==> src/tmr_evt_pkg.sv <==
/*
  Constants for the timer event request logic: sizes, register offsets,
  status bit layout, reset values, pin actions and source priority order.
  Assumes a five-channel timer whose counters and compare values come
  from elsewhere on the same clock.
*/
package tmr_evt_pkg;
  localparam int NUM_CH    = 5;
  localparam int NUM_MATCH = 16;
  localparam int NUM_FLAGS = 23;
  localparam int NUM_XFER  = 17;
  localparam int CNT_W     = 16;
  localparam int ADDR_W    = 8;
  localparam int DATA_W    = 32;

  localparam logic [ADDR_W-1:0] STATUS_OFS    = 8'h00;
  localparam logic [ADDR_W-1:0] ENABLE_OFS    = 8'h04;
  localparam logic [ADDR_W-1:0] CONV_EN_OFS   = 8'h08;
  localparam logic [ADDR_W-1:0] PIN_CTRL_OFS  = 8'h0C;
  localparam logic [ADDR_W-1:0] PIN_STATE_OFS = 8'h10;

  localparam int OVF_LSB = 16;
  localparam int UNF_LSB = 21;
  localparam int OVF4_BIT = 20;

  localparam logic [NUM_FLAGS-1:0] STATUS_RST   = 23'h000000;
  localparam logic [NUM_FLAGS-1:0] ENABLE_RST   = 23'h000000;
  localparam logic [NUM_CH-1:0]    CONV_EN_RST  = 5'h00;
  localparam logic [31:0]          PIN_CTRL_RST = 32'h00000000;
  localparam logic [NUM_MATCH-1:0] PIN_RST      = 16'h0000;

  typedef enum logic [1:0] {
    PIN_KEEP   = 2'b00,
    PIN_LOW    = 2'b01,
    PIN_HIGH   = 2'b10,
    PIN_TOGGLE = 2'b11
  } pin_action_e;

  // channel owning each compare register
  localparam int MATCH_CHAN [NUM_MATCH] = '{0, 0, 0, 0, 1, 1, 2, 2,
                                            3, 3, 3, 3, 4, 4, 4, 4};
  localparam int REG_A_IDX [NUM_CH] = '{0, 4, 6, 8, 12};
  // status bits from highest to lowest priority
  localparam int PRIO_ORDER [NUM_FLAGS] = '{0, 1, 2, 3, 16, 4, 5, 17, 21,
                                            6, 7, 18, 22, 8, 9, 10, 11, 19,
                                            12, 13, 14, 15, 20};
endpackage : tmr_evt_pkg

==> src/timer_event_request_logic.sv <==
/*
  Event flags, interrupt requests, transfer/DMA/converter triggers and
  compare output pins of a five-channel timer.
  Assumes counters, compare values and capture/overflow/underflow pulses
  come from timer logic on core_clk; acks are one-cycle pulses.
*/
// The strobed register port and the register addresses were decided locally.
`timescale 1ns/1ps
module timer_event_request_logic
  import tmr_evt_pkg::*;
#(
  parameter int CW = CNT_W
) (
  input  wire logic                   core_clk,
  input  wire logic                   reset,
  input  wire logic [ADDR_W-1:0]      bus_addr,
  input  wire logic [DATA_W-1:0]      bus_wdata,
  input  wire logic                   bus_write,
  input  wire logic                   bus_read,
  output logic      [DATA_W-1:0]      bus_rdata,
  input  wire logic [NUM_CH*CW-1:0]   count_reg,
  input  wire logic [NUM_CH-1:0]      count_tick,
  input  wire logic [NUM_MATCH*CW-1:0] general_compare_reg,
  input  wire logic [NUM_MATCH-1:0]   compare_mode,
  input  wire logic [NUM_MATCH-1:0]   capture_event,
  input  wire logic [NUM_CH-1:0]      overflow_event,
  input  wire logic [1:0]             underflow_event,
  input  wire logic                   ch4_underflow_event,
  input  wire logic [NUM_XFER-1:0]    transfer_ack,
  input  wire logic [NUM_CH-1:0]      dma_ack,
  output logic      [NUM_MATCH-1:0]   match_request,
  output logic      [NUM_CH-1:0]      overflow_request,
  output logic      [1:0]             underflow_request,
  output logic      [NUM_XFER-1:0]    transfer_request,
  output logic      [NUM_CH-1:0]      dma_request,
  output logic                        conversion_start,
  output logic      [NUM_MATCH-1:0]   compare_match,
  output logic      [NUM_MATCH-1:0]   timer_io_pin,
  output logic                        irq,
  output logic                        prio_valid,
  output logic      [4:0]             prio_source
);

  logic [NUM_FLAGS-1:0] flag;
  logic [NUM_FLAGS-1:0] enable;
  logic [NUM_FLAGS-1:0] read_seen;
  logic [NUM_CH-1:0]    conv_en;
  logic [31:0]          pin_ctrl;

  wire st_sel = (bus_addr == STATUS_OFS);
  wire en_sel = (bus_addr == ENABLE_OFS);
  wire cv_sel = (bus_addr == CONV_EN_OFS);
  wire pc_sel = (bus_addr == PIN_CTRL_OFS);
  wire ps_sel = (bus_addr == PIN_STATE_OFS);
  wire st_wr  = st_sel & bus_write;

  // compare match only on a counter tick, so one per count value
  wire [NUM_MATCH-1:0] match_hit;
  wire [NUM_MATCH-1:0] match_tick;
  genvar gi;
  for (gi = 0; gi < NUM_MATCH; gi++) begin : g_cmp
    localparam int CH = MATCH_CHAN[gi];
    assign match_tick[gi] = count_tick[CH];
    assign match_hit[gi]  = compare_mode[gi] & count_tick[CH] &
                            (count_reg[CH*CW +: CW] ==
                             general_compare_reg[gi*CW +: CW]);
  end

  wire [NUM_MATCH-1:0] cap_hit = capture_event & ~compare_mode;
  wire [NUM_CH-1:0] ovf_set = {overflow_event[4] | ch4_underflow_event,
                               overflow_event[3:0]};
  wire [NUM_FLAGS-1:0] flag_set = {underflow_event,
                                   ovf_set,
                                   match_hit | cap_hit};

  // a zero only clears a bit that the last status read showed as one
  wire [NUM_FLAGS-1:0] sw_clear = st_wr ?
                                  (read_seen & ~bus_wdata[NUM_FLAGS-1:0]) :
                                  STATUS_RST;

  logic [NUM_FLAGS-1:0] hw_clear;
  always_comb begin
    hw_clear = STATUS_RST;
    hw_clear[NUM_MATCH-1:0] = transfer_ack[NUM_MATCH-1:0];
    hw_clear[OVF4_BIT] = transfer_ack[NUM_XFER-1];
    for (int k = 0; k < NUM_CH; k++) begin
      hw_clear[REG_A_IDX[k]] = hw_clear[REG_A_IDX[k]] | dma_ack[k];
    end
  end

  // set wins over any clear in the same cycle
  wire [NUM_FLAGS-1:0] next_flag = (flag & ~(sw_clear | hw_clear)) |
                                   flag_set;
  wire [NUM_FLAGS-1:0] next_enable = (en_sel & bus_write) ?
                                     bus_wdata[NUM_FLAGS-1:0] : enable;
  wire [NUM_FLAGS-1:0] next_req = next_flag & next_enable;

  logic [NUM_CH-1:0] rega_rise;
  always_comb begin
    for (int k = 0; k < NUM_CH; k++) begin
      rega_rise[k] = flag_set[REG_A_IDX[k]] & ~flag[REG_A_IDX[k]];
    end
  end
  wire next_conv = |(rega_rise & conv_en);

  logic [NUM_CH-1:0] next_dma;
  always_comb begin
    for (int k = 0; k < NUM_CH; k++) begin
      next_dma[k] = next_req[REG_A_IDX[k]];
    end
  end

  // walk from lowest to highest so the highest pending source wins
  logic       next_pv;
  logic [4:0] next_ps;
  always_comb begin
    next_pv = 1'b0;
    next_ps = 5'h00;
    for (int p = NUM_FLAGS - 1; p >= 0; p--) begin
      if (next_req[PRIO_ORDER[p]]) begin
        next_pv = 1'b1;
        next_ps = 5'(PRIO_ORDER[p]);
      end
    end
  end

  logic [NUM_MATCH-1:0] next_pin;
  always_comb begin
    for (int i = 0; i < NUM_MATCH; i++) begin
      next_pin[i] = timer_io_pin[i];
      if (match_hit[i]) begin
        case (pin_action_e'(pin_ctrl[2*i +: 2]))
          PIN_LOW:    next_pin[i] = 1'b0;
          PIN_HIGH:   next_pin[i] = 1'b1;
          PIN_TOGGLE: next_pin[i] = ~timer_io_pin[i];
          default:    next_pin[i] = timer_io_pin[i];
        endcase
      end
    end
  end

  wire [DATA_W-1:0] read_mux =
    st_sel ? {9'h000, flag} :
    en_sel ? {9'h000, enable} :
    cv_sel ? {27'h0000000, conv_en} :
    pc_sel ? pin_ctrl :
    ps_sel ? {16'h0000, timer_io_pin} :
    32'h00000000;

  always_ff @(posedge core_clk) begin
    if (reset) begin
      flag      <= STATUS_RST;
      enable    <= ENABLE_RST;
      read_seen <= STATUS_RST;
    end else begin
      flag   <= next_flag;
      enable <= next_enable;
      if (st_wr) begin
        read_seen <= STATUS_RST;
      end else if (st_sel & bus_read) begin
        read_seen <= flag;
      end
    end
  end

  always_ff @(posedge core_clk) begin
    if (reset) begin
      conv_en  <= CONV_EN_RST;
      pin_ctrl <= PIN_CTRL_RST;
    end else begin
      if (cv_sel & bus_write) begin
        conv_en <= bus_wdata[NUM_CH-1:0];
      end
      if (pc_sel & bus_write) begin
        pin_ctrl <= bus_wdata;
      end
    end
  end

  always_ff @(posedge core_clk) begin
    if (reset) begin
      bus_rdata <= 32'h00000000;
    end else begin
      bus_rdata <= bus_read ? read_mux : 32'h00000000;
    end
  end

  always_ff @(posedge core_clk) begin
    if (reset) begin
      match_request     <= 16'h0000;
      overflow_request  <= 5'h00;
      underflow_request <= 2'h0;
      transfer_request  <= 17'h00000;
      dma_request       <= 5'h00;
      irq               <= 1'b0;
      prio_valid        <= 1'b0;
      prio_source       <= 5'h00;
    end else begin
      match_request     <= next_req[NUM_MATCH-1:0];
      overflow_request  <= next_req[UNF_LSB-1:OVF_LSB];
      underflow_request <= next_req[NUM_FLAGS-1:UNF_LSB];
      transfer_request  <= {next_req[OVF4_BIT],
                            next_req[NUM_MATCH-1:0]};
      dma_request       <= next_dma;
      irq               <= |next_req;
      prio_valid        <= next_pv;
      prio_source       <= next_ps;
    end
  end

  always_ff @(posedge core_clk) begin
    if (reset) begin
      conversion_start <= 1'b0;
      compare_match    <= 16'h0000;
      timer_io_pin     <= PIN_RST;
    end else begin
      conversion_start <= next_conv;
      compare_match    <= match_hit;
      timer_io_pin     <= next_pin;
    end
  end

  wire [NUM_FLAGS-1:0] req_all = {underflow_request, overflow_request,
                                  match_request};

  for (gi = 0; gi < NUM_MATCH; gi++) begin : g_chk

  end
endmodule : timer_event_request_logic

==> config.mk <==
export PLATFORM = sky130hd
export DESIGN_NAME = timer_event_request_logic
export DESIGN_NICKNAME = d
export VERILOG_FILES = /design/src/tmr_evt_pkg.sv /design/src/timer_event_request_logic.sv
export SDC_FILE = /design/constraint.sdc
export NUM_CORES = 1
export LEC_CHECK = 0
export ABC_CLOCK_PERIOD_IN_PS = 4300
export BUFFER_PORTS_ARGS = -buffer_cell sky130_fd_sc_hd__buf_2
export CAP_MARGIN = 15
export CORE_AREA = 2 2 221 223
export DETAILED_ROUTE_END_ITERATION = 10
export DIE_AREA = 0 0 223 225
export GPL_ROUTABILITY_DRIVEN = 0
export GPL_TIMING_DRIVEN = 0
export PLACE_DENSITY_LB_ADDON = 0.2
export SETUP_SLACK_MARGIN = 0.15
export SLEW_MARGIN = 20
export SYNTH_ARGS = -nofsm -noshare
export SYNTH_HDL_FRONTEND = slang
export SYNTH_SLANG_ARGS = --single-unit
==> constraint.sdc <==
create_clock -name core_clk -period 4.3 [get_ports core_clk]
set_clock_uncertainty 0.05 [all_clocks]
set_input_delay 0.86 -clock core_clk [delete_from_list [all_inputs] [get_ports core_clk]]
set_output_delay 0.86 -clock core_clk [all_outputs]
set_load 0.02 [all_outputs]
==> summary.txt, run 1 <==
Placement
  • DP HPWL: 45.67 mm
  • PortBufs: between 500 and 600

Synth
  • Yosys cell types: 70
  • Yosys synthesis warning count: 0
  • Post-synthesis sequential area ratio: between 30% and 40%
  • Mean area per synthesized cell: around 8.4 sq um
  • Ys async rst share: 0%
  • Synth Instances: 1,302
  • Ys flop type: dfxtp_1
  • Post-Syn Nets: around 1,700
  • Mapped Area: about 11,000 sq um
  • FF+latch count, synth: about 200
  • EDFF count, synth: 0

GRT
  • Gr ovfl total: 0
  • First-pass GRT wire length: roughly 80 mm
  • Vias in the first global route: about 12,000
  • Initial antenna violation count: 9
  • Gr usage total: a little over a fifth
  • Largest net degree at the start of global routing: 13

STA
  • Final setup vio count: 0
  • Final setup TNS: 0 ns
  • Min Tclk post-route: ~3.9 ns
  • Tcrit/Tclk final: between 90 and 100%
  • Fmax: ~260 MHz
  • Max-slew headroom: about 27%
  • Least-Margin Pin Slew: between 1 and 1.5 ns
  • RSZ-0062 raised after global routing: no
  • Final hold violation count: 0
  • WHS: around 0.4 ns
  • Pins Over Slew Limit: 0

CTS
  • PostCTS Resize Cnt: 0
  • Post-CTS Hold Buffers: 0
  • CTS H-tree lvls: 1
  • CTS tree: done
  • Max clock buf depth: 3
  • Clock Sinks: around 200
  • CTS Buf Count: 25
  • Clock Latency Late Sink: 0.55 ns
  • CTS clk-pin slew, worst paths: 0.06 ns
  • Post-CTS setup buffers: 0
  • CTS root buf: clkbuf_16

Detailed routing
  • Wire per inst: 22.19 um
  • DR vias: approximately 12,000
  • DRT Wirelength: ~55 mm
  • Via density per instance: between 4 and 5
  • Detailed Route Iter0 Violations: about 960
  • Detailed-route DRC error count: 0
  • Drt first pass iters: 7
  • Antenna viol nets, final: 0

Floorplan
  • Die height: between 200 and 250 um
  • Die width: ~220 um
  • Ports: 564
  • Row cnt: 80
  • Core ar.: roughly 48,000 sq um
  • Die Area: approximately 50,000 sq um
  • Initial Util: a little under a quarter

Power
  • Cell Pwr Density: between 300 and 400 nW/um^2
  • Lkg Pwr: 6.484 nW
  • Pwr Total: between 0.004 and 0.005 W
  • Max VDD drop: 0.2281 mV

Cells and area
  • Share of post-route cells with drive strength above 1: 34.09%
  • Layout net count: roughly 2,300
  • Final Util: 32.19%
  • Synth-to-Final Area Change: 39.60%

Flow run
  • Max Cap Viol: 0

Worst setup path
  • Setup Crit Path Kind: in -> reg
  • Worst Path Required: roughly 4.7 ns
  • Peak fanout along the critical path: 10
  • WP data arrival: 4.27 ns
  • Worst Setup End Kind: register
  • CP Launch Type: primary input
  • R2R cell count: 8

Outcome
  • Outcome: finished, final reports clean

Hold path
  • Hold Path Depth: 2
  • Hold Path Class: reg -> reg
-- placed cells by master (no fill, tap or decap), drive strengths merged, types with 18 or more instances in the layout --
cell      n
mux2i    26
nand3    30
nor3     28
xnor2   211
a21oi   101
nor4     19
nand4    53
inv      33
clkbuf   90
nand2   155
nor2    102
xor2     45
buf     571
a222oi   18
dfxtp   201
and3     23
-- synthesized netlist by cell type (5+ instances only) --
library cell	number	area share, %
or4_1	5	0.34
a32oi_1	5	0.40
and3_1	23	1.3
a22oi_1	8	0.55
or3b_2	9	0.72
xnor2_1	211	17
or2_2	6	0.34
mux2i_1	26	2.4
a21oi_1	101	4.6
a222oi_1	18	1.6
nand3_1	27	1.2
nand3b_1	16	1.1
nand4_1	53	3.0
nand2_1	155	5.3
nand2b_1	12	0.68
o21ai_0	13	0.59
a31oi_1	7	0.40
inv_1	33	1.1
nor4_1	17	0.97
nor3_1	27	1.2
mux2_2	5	0.51
dfxtp_1	201	37
nor2_1	102	3.5
and2_1	7	0.40
xor2_1	45	3.6
buf_4	23	1.6
nor3b_1	7	0.48
nor2b_1	7	0.40
clkbuf_1	60	2.1
-- sequential cells by signal (all words and copies together), names as in the netlist, 15 cells and up --
name           count
match_request     15
enable            23
bus_rdata         32
compare_match     16
flag              23
pin_ctrl          32
read_seen         23
timer_io_pin      16
-- final timing paths --
path | startpoint | endpoint | slack, ns
worst max-delay path | bus_addr[4] | prio_source[4]$_SDFF_PP0_ | 0.41
worst min-delay path | read_seen[7]$_SDFFE_PP0P_ | read_seen[7]$_SDFFE_PP0P_ | 0.40
worst max register to register | read_seen[14]$_SDFFE_PP0P_ | prio_source[1]$_SDFF_PP0_ | 1.35
worst min register to register | read_seen[7]$_SDFFE_PP0P_ | read_seen[7]$_SDFFE_PP0P_ | 0.40
-- layout make-up --
class,instances,area [sq um]
Antenna cell,3,7.507
Buffer,91,445.4
Clock buffer,30,664.4
Clock inverter,11,188.9
Fill cell,5124,32240
Inverter,33,123.9
Multi-Input combinational cell,977,6379
Sequential cell,201,4024
Tap cell,615,769.5
Timing Repair Buffer,540,2703
-- power breakdown --
part | leakage (nW) | switching (W) | total (W) | internal (W)
combinational | 4.45 | 0.000362 | 0.000694 | 0.000332
sequential | 1.62 | 0.0000131 | 0.00189 | 0.00188
clock | 0.413 | 0.000877 | 0.00227 | 0.00139
total | 6.48 | 0.00125 | 0.00485 | 0.00360
-- per-layer routing --
layer / track usage [%] / vias up / wire length, um
li1: - / 5619 / -
met4: 8.249 / 8 / 2281
met5: 0 / - / 61
met2: 36.50 / 532 / 26530
met1: 25.77 / 5570 / 22680
met3: 4.537 / 108 / 3942
-- worst max-delay path, cell delays in order --
cell      delay, ns
buf_2          0.13
nor4_4         0.77
nand3_2        0.60
nor3b_1        0.39
o32ai_1        0.16
o21bai_2       0.37
nand3_2        0.14
or4b_1         0.57
nor3_2         0.27
-- per-stage QoR --
step,cells,instance area [sq um],setup WS [ns]
final,2501,15300,0.4118
after global routing,2499,15300,0.2527
after CTS,2498,15290,0.4076
after detailed placement,2457,14440,-0.1165
after global placement,2457,14440,-0.1218
after floorplan,1302,10960,1.182
-- logic make-up (layout without fill, tap and decap cells) --
logic type	after synthesis	count (layout)	share of synthesized area (%)
compound gates	195	195	11.65
xor+xnor	256	256	20.45
buf+inv	124	705	5.193
flops	201	201	36.70
mux	31	31	2.887
other cells	0	3	0
simple gates	495	495	23.11
No activity file was read; power rests on OpenSTA's default activity.
==> run 2: changes to the inputs <==
- RECOVER_POWER: default -> 100
- SLEW_MARGIN: 20 -> 5
==> summary.txt, run 2 (same netlist as run 1, synthesis figures left out) <==
Detailed routing
  • Via density per instance: 4.737 (about the same)
  • Detailed-route DRC error count: 0 (unchanged)
  • Detailed Route Iter0 Violations: 847 (-11%)
  • Met2 wire len: 26.62 mm (+0.33%)
  • WL met3: 4.041 mm (+2.5%)
  • Met1 WL: 22.51 mm (-0.76%)
  • DR top layer: met5
  • Drt first pass iters: 6 (-1)
  • DRT Wirelength: 55.55 mm (about the same)
  • DR vias: 11,850 (+0.084%)
  • Antenna viol nets, final: 0 (unchanged)
  • Wire per inst: 22.21 um (about the same)

GRT
  • Gr usage total: 21.19% (unchanged)
  • Initial antenna violation count: 9 (unchanged)
  • Gr ovfl total: 0 (unchanged)
  • Largest net degree at the start of global routing: 13 (unchanged)
  • First-pass GRT wire length: 77.71 mm (unchanged)
  • Vias in the first global route: 11,890 (unchanged)

Cells and area
  • FILL cells: 5,173 (+0.96%)
  • Area of the multi-input gates: 6356 sq um (-0.35%)
  • Commonest non-fill, non-tap cell in the layout: buf_2
  • Final Util: 31.78% (-0.41 points)
  • Layout net count: 2,316 (unchanged)
  • Fin area: 15,110 sq um (-1.3%)
  • Commonest non-fill, non-tap cells in the layout: 418 x buf_2, 211 x xnor2_1, 201 x dfxtp_1
  • Flip-flop and latch area: 4024 sq um (unchanged)
  • Share of post-route cells with drive strength above 1: 27.19% (-6.9 points)
  • Synth-to-Final Area Change: 37.85%
  • Top flop regs: bus_rdata x32, pin_ctrl x32

STA
  • Least-Margin Pin Slew: 1.153 ns (+0.05431 ns)
  • Final setup vio count: 0 (unchanged)
  • Tcrit/Tclk final: 93.73% (+3.3 points)
  • RSZ-0062 raised after global routing: no
  • Final hold violation count: 0 (unchanged)
  • Fmax: 248.1 MHz (-3.5%)
  • Pins Over Slew Limit: 0 (unchanged)
  • Min Tclk post-route: 4.030 ns (+0.1422 ns)
  • Max-slew headroom: 23.14% (-3.6 points)
  • Final setup TNS: 0 ns (unchanged)

Worst setup path
  • Worst Setup End Kind: register
  • CP cell instances: clkbuf_1 > nor4_4 > nand3_1 > clkbuf_1 > mux2i_1 > o21bai_1 > nand3_2 > or4b_1 > nor3_2
  • CP Launch Type: primary input
  • CP Buf/Inv Count: 2 (+1)
  • CP max stage delay: 0.76 ns (about the same)
  • Worst Path Required: 4.69 ns (about the same)
  • Worst path most repeated cell: clkbuf_1
  • Peak fanout along the critical path: 10 (unchanged)
  • WP data arrival: 4.42 ns (+0.15 ns)
  • Setup Crit Path Kind: in -> reg
  • CP top delay family: simple AND/OR/NAND/NOR gates
  • Crit-path slowest cell: nor4_4

CTS
  • Max clock buf depth: 3 (unchanged)
  • Clock Latency Late Sink: 0.55 ns (about the same)
  • CTS tree: done
  • Post-CTS Hold Buffers: 0 (unchanged)
  • CTS clk-pin slew, worst paths: 0.06 ns (about the same)
  • CTS Buf Count: 25 (unchanged)
  • Clock Sinks: 201 (unchanged)
  • CTS H-tree lvls: 1 (unchanged)
  • PostCTS Resize Cnt: 0 (unchanged)
  • Post-CTS setup buffers: 0 (unchanged)
  • CTS root buf: clkbuf_16

Floorplan
  • Ports: 564 (unchanged)
  • Die width: 223 um (unchanged)
  • Die height: 225 um (unchanged)
  • Initial Util: 23.06% (unchanged)
  • Die Area: 50,180 sq um (unchanged)
  • Row cnt: 80 (unchanged)
  • Core ar.: 47,550 sq um (unchanged)

Outcome
  • Outcome: finished, final reports clean

Hold path
  • Hold Path Class: reg -> reg

Placement
  • Area after DPL: 14,440 sq um (unchanged)
  • DP HPWL: 45.67 mm (unchanged)
  • PortBufs: 540 (unchanged)

Flow run
  • Max Cap Viol: 0 (unchanged)

Power
  • Lkg Pwr: 5.933 nW (-8.5%)
  • Max VDD drop: 0.2299 mV (+0.76%)
  • Cell Pwr Density: 320.9 nW/um^2 (+1.3%)
==> run 2: cell count changes in the layout (fill, tap and decap cells not counted), moves of 2 or more <==
| cell | delta |
|---|---|
| buf_1 | -2 |
| buf_2 | -124 |
| and2_1 | -3 |
| buf_6 | -2 |
| and2_0 | +3 |
| clkbuf_1 | +128 |
==> run 2: final cells by class <==
cell class              instances  area share (%)
multi-input cells             977           42.06
clock inverters                11           1.250
well taps                     615           5.092
flip-flops and latches        201           26.63
inverters                      33          0.8197
plain buffers                  91           2.832
clock buffers                  30           4.396
repair buffers                540           16.87
diodes                          3         0.04968
==> run 2: power breakdown <==
part           switching, W  internal, W
logic              0.000361     0.000330
registers         0.0000131      0.00188
clock network      0.000879      0.00139
total               0.00125      0.00360
==> run 2: metrics by stage <==
| step | instances | hold WS, ns | worst slack, ns | power (W) |
|---|---|---|---|---|
| after floorplan | 1302 | 0.3815 | 1.182 | 0.002243 |
| after detailed placement | 2457 | 0.3942 | -0.1165 | 0.002622 |
| after global routing | 2499 | 0.4221 | 0.1282 | 0.005003 |
| after CTS | 2498 | 0.4026 | 0.4076 | 0.004895 |
| final | 2501 | 0.4018 | 0.2695 | 0.004850 |
| after global placement | 2457 | 0.3879 | -0.1218 | 0.002614 |
==> run 2: routing by layer <==
layer / vias up / GRT usage [%]
met5: - / 0
met4: 8 / 8.249
met3: 108 / 4.537
li1: 5620 / -
met2: 526 / 36.50
met1: 5585 / 25.77
==> run 2: worst reg2reg max path, cell delays in order, from the launching register on <==
cell      delay, ns
dfxtp_1        0.32
nor2b_1        0.14
nand4_1        0.23
a32oi_1        0.28
a21boi_0       0.74
nor2_1         0.13
o221a_1        0.28
o311a_1        0.30
o31a_1         0.33
==> run 2: worst paths after layout <==
kind | start | endpoint | slack (ns) | cells after the start
setup / recovery | bus_addr[4] | prio_source[4]$_SDFF_PP0_ | 0.27 | 9
hold / removal | read_seen[7]$_SDFFE_PP0P_ | read_seen[7]$_SDFFE_PP0P_ | 0.40 | 2
setup reg to reg | read_seen[14]$_SDFFE_PP0P_ | prio_source[1]$_SDFF_PP0_ | 1.35 | 8
hold reg to reg | read_seen[7]$_SDFFE_PP0P_ | read_seen[7]$_SDFFE_PP0P_ | 0.40 | 2
==> run 3: changes to the inputs <==
- PLACE_DENSITY: default -> 0.54
- PLACE_DENSITY_LB_ADDON: 0.2 -> default
==> summary.txt, run 3 (same netlist as run 1, synthesis figures left out) <==
GRT
  • M3 GR Usage: 4.889% (+0.35 points)
  • Largest net degree at the start of global routing: 14 (+1)
  • First-pass GRT wire length: 76.82 mm (-1.1%)
  • Gr ovfl total: 0 (unchanged)
  • Initial antenna violation count: 9 (unchanged)
  • Met2 global-route usage: 35.56% (-0.94 points)
  • Vias in the first global route: 11,810 (-0.61%)
  • Gr usage total: 20.94% (-0.25 points)
  • Met1 GRT Util: 25.57% (-0.20 points)
  • GRT Max-Usage Layer: met2

Placement
  • DP HPWL: 45.27 mm (-0.88%)
  • Place WS: -0.1788 ns (-0.06228 ns)
  • Placed cell count: 2,457 (unchanged)
  • PortBufs: 540 (unchanged)

Worst setup path
  • Reg2Reg Setup Slack: 1.40 ns (+0.05 ns)
  • R2R cell count: 8 (unchanged)
  • Worst Setup End Kind: register
  • RR Startpoint: read_seen[14]$_SDFFE_PP0P_
  • Setup Crit Path Kind: in -> reg
  • Worst Path Required: 4.67 ns (-0.02 ns)
  • Peak fanout along the critical path: 5 (-5)
  • CP Launch Type: primary input
  • WP data arrival: 4.36 ns (-0.06 ns)
  • RR Endpoint: prio_source[1]$_SDFF_PP0_

Detailed routing
  • Drt first pass iters: 7 (+1)
  • Wire per inst: 21.91 um (-1.4%)
  • Via density per instance: 4.776 (+0.82%)
  • Antenna viol nets, final: 0 (unchanged)
  • DRT Wirelength: 54.98 mm (-1.0%)
  • Detailed Route Iter0 Violations: 938 (+11%)
  • Detailed-route DRC error count: 0 (unchanged)
  • DR vias: 11,990 (+1.2%)

Cells and area
  • Synth-to-Final Area Change: 38.36%
  • Top flop regs: bus_rdata x32, pin_ctrl x32
  • Commonest non-fill, non-tap cells in the layout: 417 x buf_2, 211 x xnor2_1, 201 x dfxtp_1
  • Layout net count: 2,316 (unchanged)
  • Share of post-route cells with drive strength above 1: 27.49% (+0.30 points)
  • Commonest non-fill, non-tap cell in the layout: buf_2
  • Layout Cells excl Fill: 2,510 (+0.36%)

Floorplan
  • Die Area: 50,180 sq um (unchanged)
  • Ports: 564 (unchanged)
  • Row cnt: 80 (unchanged)
  • Core ar.: 47,550 sq um (unchanged)
  • Initial Util: 23.06% (unchanged)
  • Die height: 225 um (unchanged)
  • Die width: 223 um (unchanged)

CTS
  • CTS H-tree lvls: 1 (unchanged)
  • Clock Sinks: 201 (unchanged)
  • Clock Latency Late Sink: 0.55 ns (about the same)
  • CTS tree: done
  • CTS clk-pin slew, worst paths: 0.06 ns (about the same)
  • Post-CTS setup buffers: 0 (unchanged)
  • Post-CTS Hold Buffers: 0 (unchanged)
  • CTS root buf: clkbuf_16
  • PostCTS Resize Cnt: 0 (unchanged)
  • Max clock buf depth: 3 (unchanged)
  • CTS Buf Count: 25 (unchanged)

STA
  • Setup ws final: 0.3131 ns (+0.04351 ns)
  • Final hold violation count: 0 (unchanged)
  • Pins Over Slew Limit: 0 (unchanged)
  • Tcrit/Tclk final: 92.72% (-1.0 points)
  • RSZ-0062 raised after global routing: no
  • Min Tclk post-route: 3.987 ns (-0.04351 ns)
  • Least-Margin Pin Slew: 1.176 ns (+0.02275 ns)
  • Fmax: 250.8 MHz (+1.1%)
  • Max-slew headroom: 21.62% (-1.5 points)
  • Final setup vio count: 0 (unchanged)
  • Final setup TNS: 0 ns (unchanged)

Hold path
  • Hold path startpoint: read_seen[0]$_SDFFE_PP0P_
  • Hold EP: read_seen[0]$_SDFFE_PP0P_
  • Hold Path Class: reg -> reg
  • Hold Path Depth: 2 (unchanged)

Outcome
  • Outcome: finished, final reports clean

Power
  • Cell Pwr Density: 322.5 nW/um^2 (+0.49%)
  • Lkg Pwr: 5.951 nW (+0.31%)
  • Max VDD drop: 0.2462 mV (+7.1%)
  • Pwr Total: 0.004892 W (+0.87%)

Flow run
  • Max Cap Viol: 0 (unchanged)
-- run 3: per-layer routing --
layer	share of wire (%)	vias to the layer above
met5	0.060	-
met3	8.4	96
met4	3.8	6
li1	-	5633
met1	40	5654
met2	48	598
-- run 3: where the power goes --
part	internal, W	switching (W)
Clock	0.00140	0.000909
Combinational	0.000330	0.000364
Sequential	0.00188	0.0000131
-- run 3: worst max-delay path by stage --
stage / startpoint / endpoint / slack (ns) / cells after the start
3_5_place_dp: count_reg[67] / prio_source[2]$_SDFF_PP0_ / -0.18 / 9
3_3_place_gp: count_reg[67] / prio_source[2]$_SDFF_PP0_ / -0.17 / 9
5_1_grt: count_reg[67] / prio_source[2]$_SDFF_PP0_ / 0.13 / 9
2_1_floorplan: bus_addr[2] / prio_source[1]$_SDFF_PP0_ / 1.18 / 10
4_1_cts: count_reg[67] / prio_source[2]$_SDFF_PP0_ / 0.36 / 9
6_report: count_reg[78] / prio_source[2]$_SDFF_PP0_ / 0.31 / 9
-- run 3: layout make-up --
type,instances,area (sq um)
fillers,5147,32380
multi-input cells,977,6360
flip-flops and latches,201,4024
repair buffers,540,2549
well taps,615,769.5
clock buffers,31,698.2
plain buffers,91,427.9
clock inverters,15,198.9
inverters,33,123.9
diodes,7,17.52
-- run 3: worst max-delay path: stages --
cell and delay (ns):
clkbuf_1 0.28, xnor2_1 0.16, nand4_1 0.16, nor4_1 0.91, a21boi_0 0.56, or2_2 0.42
o2111a_1 0.19, a2111o_1 0.44, a211oi_1 0.36
-- run 3: through the flow --
step / utilization (%) / hold slack [ns] / cell area (sq um)
finish: 31.90 / 0.4041 / 15170
detailed placement: 30.36 / 0.3959 / 14440
CTS: 32.25 / 0.4035 / 15330
global route: 31.88 / 0.4182 / 15160
floorplan: - / 0.3815 / 10960
global placement: 30.36 / 0.3879 / 14440
